[src/design/sync_ctrl_consts.svh]
// Constants for the sync processor control and blanking block.
// What this block does
// - Respond only to fixed address, write bit clear.
// - Mode bit 0 high selects standard mode.
// - Mode bit 1 low selects external video.
// - Mode bit 2 low activates non-interlace request.
// - Bit 3 chooses which test bits are ignored.
// - Non-interlace shortens vertical flyback by 32 us.
// - Noise only in standard forces nominal, 625.
// - Lock: gating on, slow, mute low, indirect.
// - No lock: gating off, fast, mute high, direct.
// - 50 Hz direct blanking: 16 us late, 22.5 lines.
// - 50 Hz indirect: early 2.5 lines plus 20 us.
// - 60 Hz direct blanking: 16 us late, 18.5 lines.
// - 60 Hz indirect: at sync, 18.5 lines long.
// - Ident output low at 50 Hz or when 625 is forced, high 60.
// - Mute high unsynchronised, low when synchronised.
`ifndef SYNC_CTRL_CONSTS_SVH
`define SYNC_CTRL_CONSTS_SVH

// ==========================================================================
// Serial link
// ==========================================================================
`define SC_SLAVE_ADDR     8'h8c
`define SC_MODE_RESET     8'hff
// Control word at reset: standard mode and mute set, matching the reset mode byte.
`define SC_CTL_RESET      14'h0201
`define SC_BIT_STD        0
`define SC_BIT_EXTV       1
`define SC_BIT_NIL        2
`define SC_BIT_TSEL       3
`define SC_BIT_T4         4
`define SC_BIT_T5         5
`define SC_BIT_T6         6
`define SC_BIT_T7         7

// ==========================================================================
// Timing, clock 200 MHz
// ==========================================================================
`define SC_CLK_MHZ        200
`define SC_LINE_NS        64000
`define SC_LINE_CYC       ((`SC_LINE_NS * `SC_CLK_MHZ) / 1000)
`define SC_HALF_LINE_CYC  (`SC_LINE_CYC / 2)
`define SC_DIRECT_US      16
`define SC_DIRECT_CYC     (`SC_DIRECT_US * `SC_CLK_MHZ)
`define SC_IND50_US       20
`define SC_IND50_CYC      (`SC_IND50_US * `SC_CLK_MHZ)
`define SC_IND50_EXTRA_US 2
`define SC_IND50_EXTRA_CYC (`SC_IND50_EXTRA_US * `SC_CLK_MHZ)
`define SC_NIL_SHORT_US   32
`define SC_NIL_SHORT_CYC  (`SC_NIL_SHORT_US * `SC_CLK_MHZ)
`define SC_FLYBACK_US     220
`define SC_FLYBACK_CYC    (`SC_FLYBACK_US * `SC_CLK_MHZ)
// Blanking lengths in half lines: 22.5, 25, 18.5 lines, and 2.5 lines lead.
`define SC_HL_50_DIRECT   45
`define SC_HL_50_INDIRECT 50
`define SC_HL_60          37
`define SC_HL_50_LEAD     5
`define SC_FIELD_LINES    625

`endif

[src/design/sync_ctrl_pkg.sv]
// Package with the state types of the sync processor control block.
package sync_ctrl_pkg;
  typedef enum logic [2:0] {ST_IDLE, ST_ADDR, ST_ADDR_ACK, ST_DATA, ST_DATA_ACK, ST_SKIP} link_state_e;
  typedef enum logic [1:0] {BK_IDLE, BK_WAIT, BK_ON} blank_state_e;
endpackage

[src/design/mode_link_slave.sv]
// Two-wire write-only slave that receives the address and the mode byte.
`timescale 1ns/1ps
`include "sync_ctrl_consts.svh"
module mode_link_slave
(
  input  wire logic       i_sys_clk,
  input  wire logic       i_reset_n,
  input  wire logic       i_scl,
  input  wire logic       i_sda,
  output logic            o_sda_oe,
  output logic [7:0]      o_mode_q,
  output logic            o_mode_stb
);
  // ==========================================================================
  // Link state
  // ==========================================================================
  sync_ctrl_pkg::link_state_e st_q, st_d;
  logic [7:0] sh_q, sh_d;
  logic [3:0] cnt_q, cnt_d;
  logic       scl_q, sda_q, oe_q, oe_d, stb_d;
  logic [7:0] mode_d;
  logic       rise, fall, start, stop;

  assign rise  = i_scl & ~scl_q;
  assign fall  = ~i_scl & scl_q;
  assign start = i_scl & scl_q & sda_q & ~i_sda;
  assign stop  = i_scl & scl_q & ~sda_q & i_sda;

  // Next state for the byte receiver and the acknowledge driver.
  always_comb
  begin
    st_d   = st_q;
    sh_d   = sh_q;
    cnt_d  = cnt_q;
    oe_d   = oe_q;
    mode_d = o_mode_q;
    stb_d  = 1'b0;
    if (start)
    begin
      st_d  = sync_ctrl_pkg::ST_ADDR;
      cnt_d = 4'h0;
      oe_d  = 1'b0;
    end
    else if (stop)
    begin
      st_d = sync_ctrl_pkg::ST_IDLE;
      oe_d = 1'b0;
    end
    else
    begin
      case (st_q)
        sync_ctrl_pkg::ST_ADDR, sync_ctrl_pkg::ST_DATA:
        begin
          if (rise)
          begin
            sh_d  = {sh_q[6:0], i_sda};
            cnt_d = cnt_q + 4'h1;
          end
          if (fall && cnt_q == 4'h8)
          begin
            cnt_d = 4'h0;
            if (st_q == sync_ctrl_pkg::ST_DATA)
            begin
              oe_d = 1'b1;
              st_d = sync_ctrl_pkg::ST_DATA_ACK;
            end
            else if (sh_q == `SC_SLAVE_ADDR)
            begin
              oe_d = 1'b1;
              st_d = sync_ctrl_pkg::ST_ADDR_ACK;
            end
            else
              st_d = sync_ctrl_pkg::ST_SKIP;
          end
        end
        sync_ctrl_pkg::ST_ADDR_ACK:
          if (fall)
          begin
            oe_d = 1'b0;
            st_d = sync_ctrl_pkg::ST_DATA;
          end
        sync_ctrl_pkg::ST_DATA_ACK:
          if (fall)
          begin
            oe_d   = 1'b0;
            mode_d = sh_q;
            stb_d  = 1'b1;
            st_d   = sync_ctrl_pkg::ST_SKIP;
          end
        sync_ctrl_pkg::ST_SKIP, sync_ctrl_pkg::ST_IDLE:
          st_d = st_q;
        default:
          st_d = sync_ctrl_pkg::ST_IDLE;
      endcase
    end
  end

  // Registers of the link receiver.
  always_ff @(posedge i_sys_clk)
  begin
    if (!i_reset_n)
    begin
      st_q       <= sync_ctrl_pkg::ST_IDLE;
      sh_q       <= 8'h00;
      cnt_q      <= 4'h0;
      oe_q       <= 1'b0;
      scl_q      <= 1'b1;
      sda_q      <= 1'b1;
      o_mode_q   <= `SC_MODE_RESET;
      o_mode_stb <= 1'b0;
    end
    else
    begin
      st_q       <= st_d;
      sh_q       <= sh_d;
      cnt_q      <= cnt_d;
      oe_q       <= oe_d;
      scl_q      <= i_scl;
      sda_q      <= i_sda;
      o_mode_q   <= mode_d;
      o_mode_stb <= stb_d;
    end
  end

  assign o_sda_oe = oe_q;
endmodule // mode_link_slave

[src/design/sync_ctrl.sv]
// Top of the sync processor control: mode decode, lock switching, blanking.
`timescale 1ns/1ps
`include "sync_ctrl_consts.svh"
module sync_ctrl
#(
  parameter int LINE_CYC    = `SC_LINE_CYC,
  parameter int FLYBACK_CYC = `SC_FLYBACK_CYC
)
(
  input  wire logic i_sys_clk,
  input  wire logic i_reset_n,
  input  wire logic i_scl,
  input  wire logic i_sda,
  output logic      o_sda_o,
  output logic      o_sda_oe,
  input  wire logic i_coinc_lock,
  input  wire logic i_noise_only,
  input  wire logic i_field_60hz,
  input  wire logic i_vsync_start,
  output logic      o_standard_mode,
  output logic      o_external_video_select,
  output logic      o_nil_active,
  output logic      o_test_mode,
  output logic      o_force_nominal,
  output logic      o_force_625,
  output logic      o_phase1_gate,
  output logic      o_slow_discr,
  output logic      o_clamp_gate,
  output logic      o_mute,
  output logic      o_indirect_sync,
  output logic      o_hsep_gated,
  output logic      o_noise_inhibit,
  output logic      o_ident_60hz,
  output logic      o_vblank,
  output logic      o_vflyback
);
  // ==========================================================================
  // Mode byte reception
  // ==========================================================================
  logic [7:0] mode_q;

  mode_link_slave u_link
  (
    .i_sys_clk  (i_sys_clk),
    .i_reset_n  (i_reset_n),
    .i_scl      (i_scl),
    .i_sda      (i_sda),
    .o_sda_oe   (o_sda_oe),
    .o_mode_q   (mode_q),
    .o_mode_stb ()
  );

  // The acknowledge only ever pulls the data line low.
  assign o_sda_o = 1'b0;

  // ==========================================================================
  // Control outputs, registered
  // ==========================================================================
  logic [13:0] ctl_d, ctl_q;
  logic        std_d, test_d;

  // Decode of the mode byte and the lock dependent switches.
  always_comb
  begin
    std_d = mode_q[`SC_BIT_STD];
    // Test bits active low; bit 4 always counts, bit 3 masks bit 5 or bits 6 and 7.
    if (mode_q[`SC_BIT_TSEL])
      test_d = ~mode_q[`SC_BIT_T4] | ~mode_q[`SC_BIT_T6] | ~mode_q[`SC_BIT_T7];
    else
      test_d = ~mode_q[`SC_BIT_T4] | ~mode_q[`SC_BIT_T5];
    ctl_d[0]  = std_d;
    ctl_d[1]  = ~mode_q[`SC_BIT_EXTV];
    ctl_d[2]  = ~mode_q[`SC_BIT_NIL];
    ctl_d[3]  = test_d;
    ctl_d[4]  = std_d & i_noise_only;
    ctl_d[5]  = std_d & i_noise_only;
    ctl_d[6]  = i_coinc_lock;
    ctl_d[7]  = i_coinc_lock;
    ctl_d[8]  = i_coinc_lock;
    ctl_d[9]  = ~i_coinc_lock;
    ctl_d[10] = i_coinc_lock;
    ctl_d[11] = i_coinc_lock;
    ctl_d[12] = i_coinc_lock;
    ctl_d[13] = i_field_60hz & ~(std_d & i_noise_only);
  end

  // Control register.
  always_ff @(posedge i_sys_clk)
  begin
    if (!i_reset_n)
      ctl_q <= `SC_CTL_RESET;
    else
      ctl_q <= ctl_d;
  end

  assign o_standard_mode         = ctl_q[0];
  assign o_external_video_select = ctl_q[1];
  assign o_nil_active            = ctl_q[2];
  assign o_test_mode             = ctl_q[3];
  assign o_force_nominal         = ctl_q[4];
  assign o_force_625             = ctl_q[5];
  assign o_phase1_gate           = ctl_q[6];
  assign o_slow_discr            = ctl_q[7];
  assign o_clamp_gate            = ctl_q[8];
  assign o_mute                  = ctl_q[9];
  assign o_indirect_sync         = ctl_q[10];
  assign o_hsep_gated            = ctl_q[11];
  assign o_noise_inhibit         = ctl_q[12];
  assign o_ident_60hz            = ctl_q[13];

  // ==========================================================================
  // Vertical blanking and flyback timing
  // ==========================================================================
  // Indirect 50 Hz blanking starts before sync, so it is started a whole
  // field earlier, counted in half lines from the previous sync start.
  localparam int HALF = LINE_CYC / 2;
  localparam int FIELD_HL = `SC_FIELD_LINES;
  localparam int LEAD_CYC = FIELD_HL * HALF - (`SC_HL_50_LEAD * HALF + `SC_IND50_CYC);

  sync_ctrl_pkg::blank_state_e bk_q, bk_d;
  logic [31:0] tmr_q, tmr_d, len_q, len_d, fb_q, fb_d;
  logic        blank_q, blank_d, fly_q, fly_d;
  logic        is60, ind;

  assign is60 = ctl_q[13];
  assign ind  = ctl_q[10];

  // Blanking placement and flyback timer.
  always_comb
  begin
    bk_d    = bk_q;
    tmr_d   = tmr_q;
    len_d   = len_q;
    blank_d = blank_q;
    fb_d    = fb_q;
    fly_d   = fly_q;
    case (bk_q)
      sync_ctrl_pkg::BK_IDLE:
        blank_d = 1'b0;
      sync_ctrl_pkg::BK_WAIT:
        if (tmr_q == 32'h0)
        begin
          bk_d    = sync_ctrl_pkg::BK_ON;
          blank_d = 1'b1;
          tmr_d   = len_q;
        end
        else
          tmr_d = tmr_q - 32'h1;
      sync_ctrl_pkg::BK_ON:
        if (tmr_q <= 32'h1)
        begin
          bk_d    = sync_ctrl_pkg::BK_IDLE;
          blank_d = 1'b0;
        end
        else
          tmr_d = tmr_q - 32'h1;
      default:
        bk_d = sync_ctrl_pkg::BK_IDLE;
    endcase
    if (i_vsync_start && bk_q != sync_ctrl_pkg::BK_ON)
    begin
      bk_d = sync_ctrl_pkg::BK_WAIT;
      if (!ind)
      begin
        tmr_d = 32'(`SC_DIRECT_CYC);
        len_d = is60 ? 32'(`SC_HL_60 * HALF - `SC_DIRECT_CYC)
                     : 32'(`SC_HL_50_DIRECT * HALF - `SC_DIRECT_CYC);
      end
      else if (is60)
      begin
        tmr_d   = 32'h0;
        len_d   = 32'(`SC_HL_60 * HALF);
      end
      else
      begin
        tmr_d = 32'(LEAD_CYC);
        len_d = 32'(`SC_HL_50_INDIRECT * HALF + `SC_IND50_EXTRA_CYC);
      end
    end
    // Flyback shortened by the non-interlace request.
    if (i_vsync_start)
    begin
      fly_d = 1'b1;
      fb_d  = ctl_q[2] ? 32'(FLYBACK_CYC - `SC_NIL_SHORT_CYC) : 32'(FLYBACK_CYC);
    end
    else if (fb_q > 32'h1)
      fb_d = fb_q - 32'h1;
    else
    begin
      fb_d  = 32'h0;
      fly_d = 1'b0;
    end
  end

  // Blanking registers.
  always_ff @(posedge i_sys_clk)
  begin
    if (!i_reset_n)
    begin
      bk_q    <= sync_ctrl_pkg::BK_IDLE;
      tmr_q   <= 32'h0;
      len_q   <= 32'h0;
      blank_q <= 1'b0;
      fb_q    <= 32'h0;
      fly_q   <= 1'b0;
    end
    else
    begin
      bk_q    <= bk_d;
      tmr_q   <= tmr_d;
      len_q   <= len_d;
      blank_q <= blank_d;
      fb_q    <= fb_d;
      fly_q   <= fly_d;
    end
  end

  assign o_vblank   = blank_q;
  assign o_vflyback = fly_q;
endmodule // sync_ctrl

[config.mk]
export PLATFORM = sky130hd
export DESIGN_NAME = sync_ctrl
export DESIGN_NICKNAME = d
export VERILOG_FILES = /design/src/design/sync_ctrl_pkg.sv /design/src/design/mode_link_slave.sv /design/src/design/sync_ctrl.sv
export VERILOG_INCLUDE_DIRS = /design/src /design/src/design
export SDC_FILE = /design/constraint.sdc
export NUM_CORES = 1
export LEC_CHECK = 0
export BUFFER_PORTS_ARGS = -buffer_cell sky130_fd_sc_hd__buf_2
export CORE_MARGIN = 3
export CORE_UTILIZATION = 45
export DETAILED_ROUTE_END_ITERATION = 7
export PLACE_DENSITY = 0.63
export SLEW_MARGIN = 20
export SYNTH_ARGS = -nofsm -noshare
export SYNTH_HDL_FRONTEND = slang
export SYNTH_SLANG_ARGS = --single-unit
[constraint.sdc]
create_clock -name i_sys_clk -period 3.4 [get_ports i_sys_clk]
set_clock_uncertainty 0.05 [all_clocks]
set_input_delay 0.68 -clock i_sys_clk [delete_from_list [all_inputs] [get_ports i_sys_clk]]
set_output_delay 0.68 -clock i_sys_clk [all_outputs]
set_load 0.05 [all_outputs]
Word-level counts from Yosys, hierarchy flattened
Cells that the tools add are included.

storage, ports and cells
  bits in registers = 140
  input bits = 8
  word-level logic and storage cells = 138

operators by class
  add/subtract/negate cells = 3
  $lt $le $gt $ge = 2
  equal/unequal tests = 26
  mux-type cells = 37
  bitwise gates (word level) = 29
  reduce and logical (&&, ||, !) cells = 25

operators with widths
  operator                                                         number
  two-way mux 32 bit                                               5
  one-hot mux 32 bit (2 select lines)                              1
  subtractor 32 x 1 -> 32 bit, second input constant               2
  two-way mux 19 bit                                               3
  two-way mux 22 bit                                               2
  greater-than comparator 32 x 1 -> 1 bit, second input constant   1
  less-or-equal comparator 32 x 1 -> 1 bit, second input constant  1
  zero test 32 bit                                                 1
  AND reduction 4 bit                                              5
  NOT 1 bit                                                        17
  two-way mux 3 bit                                                5
  two-way mux 14 bit                                               1
  two-way mux 1 bit                                                12
  inequality test 4 x 1 -> 1 bit, second input constant            3
  one-hot mux 3 bit (4 select lines)                               1
  AND reduction 3 bit                                              4
  inequality test 2 bit, second input constant                     5
  OR reduction 2 bit                                               5
  AND 1 bit                                                        9
  inequality test 3 bit, second input constant                     3
  == test 8 bit, second input constant                             1
  two-way mux 4 bit                                                2
  inequality test 2 x 1 -> 1 bit, second input constant            4
  == test 3 x 2 -> 1 bit, second input constant                    2
  19 further kinds                                                 27

Longest topological paths before layout
  depth in word-level cells = 7
  gate-level depth with buffers = 10
  depth with buffers taken out = 8

By module
From an unflattened synthesis, not the netlist that was laid out.

second synthesis, totals
  cell total of the unflattened synthesis = 634
  area, all modules = 5,460.2 um^2

modules (own cells, without submodules)
  module           instances  cells an instance  area an instance (um^2)  seq. area each (um^2)
  sync_ctrl        1          492                4,206.5                  1,701.6
  mode_link_slave  1          142                1,253.7                  540.5

Least setup slack after synthesis
Ideal clock, no wire load.

  kind = flip-flop to flip-flop
  from = register tmr_q[16]
  to = register tmr_q[20]
  setup time = 0.117 ns
  arrival = 2.357 ns
  data required time = 3.233 ns
  path slack = 0.876 ns
  cell stages (with the launch flop) = 9
  buffers on the path = 2
  period minus slack after synthesis = 2.524 ns
  cell sequence = dfxtp_1 -> or4_4 -> or3_4 -> or3_1 -> buf_6 -> a21oi_4 -> buf_6 -> o21ai_1 -> a32o_1

on the way
  longest elaborated chain between the ends = 4
  elaborated cells on any way between the ends = 9
  classes of those cells = add/sub (1); order compare (1); eq/ne (1); mux (4); reduce/logical (2)

RTL lines
  item                                                                    line                                                  text
  start: declaration                                                      sync_ctrl.sv:121                                      logic [31:0] tmr_q, tmr_d, len_q, len_d, fb_q, fb_d;
  start signal: assignment                                                sync_ctrl.sv:210                                      tmr_q <= tmr_d;
  subtractor 32 x 1 -> 32 bit / zero test 32 bit (equally long branches)  sync_ctrl.sv:148, sync_ctrl.sv:156, sync_ctrl.sv:141
  two-way mux 32 bit, on equally long branches                            sync_ctrl.sv:150, sync_ctrl.sv:141
  one-hot mux 32 bit (2 select lines)                                     sync_ctrl.sv:137                                      case (bk_q)
  two-way mux 32 bit                                                      sync_ctrl.sv:160                                      if (i_vsync_start && bk_q != sync_ctrl_pkg::BK_ON)

Parallel ways exist; a longest one is shown, timed or not. The select of a mux whose other input is x is not followed.
A chain may end at the register's enable or synchronous reset.

Worst setup path in the final report
Ends and elaborated chain as after synthesis.

==> flow_summary.json <==
{
  "root_buffer": "sky130_fd_sc_hd__clkbuf_16",
  "fin_hold_ws_ps": 367,
  "synth_compound_gate_area_share": 0.178,
  "fin_crit_ps": 2920,
  "synth_ff_type": "sky130_fd_sc_hd__dfxtp_1",
  "postSynthNetCount": 653,
  "synth-seq-area-share": 0.403,
  "final_hold_viol_count": 0,
  "worstSkewPairLatency_ps": 360,
  "route.top_layer_used": "met4",
  "timing.fmax_mhz": 342,
  "drive_above_1_share": 0.123,
  "path_class": "reg -> reg",
  "synth_simple_gate_area_frac": 0.247,
  "period_share": 0.859,
  "numPlacedInstances": 778,
  "vias_per_cell": 5.78,
  "final-instance-count-excl-fill": 794,
  "power_per_cell_area_nw_per_um2": 528,
  "wl_met2_mm": 5.56,
  "dr_total_vias": 4589,
  "synth-edff-count": 0,
  "postCtsSetupRepairBufs": 0,
  "peakVddDrop_mv": 0.486,
  "tritoncts": "yes",
  "finalWeightedCongestion": 0.874,
  "outcome": "completed",
  "synth_seq_cells": 111,
  "fin_tns_setup_ps": 0,
  "drt-initial-drc-count": 228,
  "asyncSetResetFlopFracSynth": 0,
  "tritoncts_num_sinks": 111,
  "postRouteWirelength_mm": 12.4,
  "fp.dieArea_um2": 13600,
  "n_fill_cell": 1111,
  "rows": 39,
  "synth_cell_type_count": 70,
  "post-route-util": 0.514,
  "cts-buffers-inserted": 9,
  "ctsHoldBuffers": 0,
  "synth_top_cell_area_share": 0.403,
  "gate_count_after_technology_mapping": 633,
  "ios": 26,
  "overall_global_routing_resource_usage": 0.189,
  "layout-area-overhead-vs-synth_pct": 9.07,
  "floorplan.die.width_um": 117,
  "fp.coreArea_um2": 11700,
  "worstHoldPathType": "reg -> reg",
  "vias_in_the_first_global_route": 4217,
  "maxSlewViolCount": 0,
  "synthMuxAreaShare": 0.0327,
  "synth_warnings": 0,
  "cts_max_path_buffers": 2,
  "power.total_mw": 3.18,
  "wire_length_of_the_first_global_routing_pass_mm": 20.5,
  "post-route-worst-setup-slack_ps": 479,
  "post_dp_cell_area_um2": 5720,
  "antenna_found_initial": 0,
  "crit_path_end_kind": "register",
  "cp_max_fo": 12,
  "post_synth.cell_area_avg_um2": 8.71,
  "clock_tree.htree_level_count": 3,
  "cp.required_ps": 3600,
  "met1_length_mm": 6.04,
  "antenna_violating_nets_post_route": 0,
  "synth_top_area_cell": "sky130_fd_sc_hd__dfxtp_1",
  "synth_area_um2": 5520,
  "met3RoutedLength_um": 605,
  "setup_violations": 0,
  "floorplan.initialDensity": 0.471,
  "unrepaired_setup_endpoints_after_global_routing": "no",
  "slew_headroom": 0.348,
  "wp_data_arrival_ps": 3130,
  "slowest_stage": "sky130_fd_sc_hd__or4_4",
  "start_kind": "register",
  "pre_cts_ws_ps": 510,
  "drtPass1Iterations": 5,
  "power.leakage_nw": 2.26,
  "worst_pin_slew_ps": 971,
  "postCtsResizedCells": 0,
  "clock_transition_at_path_regs_ps": 80,
  "synth.area.top_cells": "sky130_fd_sc_hd__dfxtp_1 40%, sky130_fd_sc_hd__nor2_1 4.9%, sky130_fd_sc_hd__xnor2_1 3.5%",
  "die_height_um": 117,
  "critical_path.max_stage_delay_ps": 570,
  "placement.io_buffers": 24,
  "maximum_number_of_pins_on_one_net_before_global_route_repair": 49,
  "synth_top_family_by_area": "simple AND/OR/NAND/NOR gates",
  "grt_overflow": 0,
  "detail_route.wl_per_cell_um": 15.6,
  "hpwl_after_detailed_placement_mm": 8.67,
  "drcViolationCount": 0,
  "antennaDiodeCount": 0,
  "num-nets-final": 666,
  "cap_violations": 0,
  "final_design_area_no_fill_um2": 6020,
  "synthXorXnorAreaFrac": 0.0587,
  "synth_fa_ha_area_frac": 0.0272,
  "critical_path.cell_chain": "or4_4, or3_4, or3_1, a21oi_4, o21ai_1, a32o_1"
}
==> cell type report <==
type,instances,area [um^2],area share
multi-input combinational,465,3000,0.499
sequential,111,2220,0.369
timing repair buffer,40,240,0.0399
clock buffer,9,225,0.0374
tap,143,179,0.0297
clock inverter,7,75.1,0.0125
inverter,19,71.3,0.0119
==> worst paths after layout <==
kind	start	to	slack, ps	cells past startpoint
worst max-delay path	tmr_q[16]	tmr_q[20]	480	6
worst max register to register	tmr_q[16]	tmr_q[20]	480	6
worst min register to register	u_link.o_mode_q[2]	ctl_q[2]	370	1
worst min-delay path	u_link.o_mode_q[2]	ctl_q[2]	370	1
==> power breakdown <==
group	switching, mW	total [mW]	internal, mW
registers	0.0901	1.46	1.37
clock network	0.535	1.06	0.522
logic	0.405	0.660	0.256
==> placed cells by master (no fill, tap or decap), types with 3 or more instances in the layout <==
cell,instances
sky130_fd_sc_hd__dfxtp_1,111
sky130_fd_sc_hd__nor2_1,72
sky130_fd_sc_hd__nand2_1,50
sky130_fd_sc_hd__a21oi_1,33
sky130_fd_sc_hd__o21ai_0,24
sky130_fd_sc_hd__buf_2,24
sky130_fd_sc_hd__nor3_1,23
sky130_fd_sc_hd__xnor2_1,22
sky130_fd_sc_hd__inv_1,18
sky130_fd_sc_hd__mux2i_1,18
sky130_fd_sc_hd__buf_4,16
sky130_fd_sc_hd__nand2b_1,15
sky130_fd_sc_hd__xor2_1,15
sky130_fd_sc_hd__nor4_1,14
sky130_fd_sc_hd__nand3_1,12
sky130_fd_sc_hd__or3_1,12
sky130_fd_sc_hd__ha_1,12
sky130_fd_sc_hd__o31ai_1,10
sky130_fd_sc_hd__nand4_1,9
sky130_fd_sc_hd__or4_1,9
sky130_fd_sc_hd__o21ai_1,9
sky130_fd_sc_hd__clkbuf_16,9
sky130_fd_sc_hd__a211oi_1,8
sky130_fd_sc_hd__a21o_1,6
sky130_fd_sc_hd__a32oi_1,6
sky130_fd_sc_hd__o21a_1,5
sky130_fd_sc_hd__nor2b_1,5
sky130_fd_sc_hd__a221oi_1,5
sky130_fd_sc_hd__nor4_2,4
sky130_fd_sc_hd__or4_4,4
sky130_fd_sc_hd__a32o_1,4
sky130_fd_sc_hd__o22ai_1,4
sky130_fd_sc_hd__nor3b_1,3
sky130_fd_sc_hd__or2_2,3
sky130_fd_sc_hd__a31oi_1,3
sky130_fd_sc_hd__o211ai_1,3
sky130_fd_sc_hd__o41ai_1,3
sky130_fd_sc_hd__o221a_1,3
sky130_fd_sc_hd__inv_8,3
==> sequential cells by signal, summed over array words and instances (netlist names) <==
| name | cells |
|---|---|
| ctl_q | 8 |
| fb_q | 32 |
| u_link.cnt_q | 4 |
| u_link.o_sda_oe | 1 |
| tmr_q | 32 |
| o_vflyback | 1 |
| bk_q | 2 |
| u_link.o_mode_q | 8 |
| o_vblank | 1 |
| u_link.st_q | 3 |
| len_q | 9 |
| u_link.sda_q | 1 |
| u_link.sh_q | 8 |
| u_link.scl_q | 1 |
==> worst max-delay path: cells and delay by family, from the launching register on <==
family / cells / cell delay (ps)
compound gates: 3 / 840
simple gates: 3 / 1560
flops: 1 / 350
==> synth_stat cells (all sizes together) (8+ instances only) <==
cell,n
nor3,24
or3,13
nand4,9
o21ai,34
ha,12
nand3,12
nor2,72
dfxtp,111
nor4,20
clkbuf,13
o31ai,11
buf,25
a21oi,35
nand2,50
inv,18
or4,13
a211oi,8
nand2b,15
xor2,15
xnor2,22
mux2i,18
==> cell families (layout without fill, tap and decap cells) <==
logic type / count (synthesis) / in the layout
compound gates: 144 / 144
xor+xnor: 37 / 37
fa+ha+maj: 12 / 12
buf+inv: 57 / 75
flops: 111 / 111
mux: 18 / 18
other cells: 1 / 1
simple gates: 253 / 253
==> layer usage <==
metal	track usage	vias to the layer above
met5	0	-
met4	0.0635	0
met2	0.283	112
met3	0.0503	17
li1	-	2303
met1	0.264	2157
(Power assumes the default switching activity.)
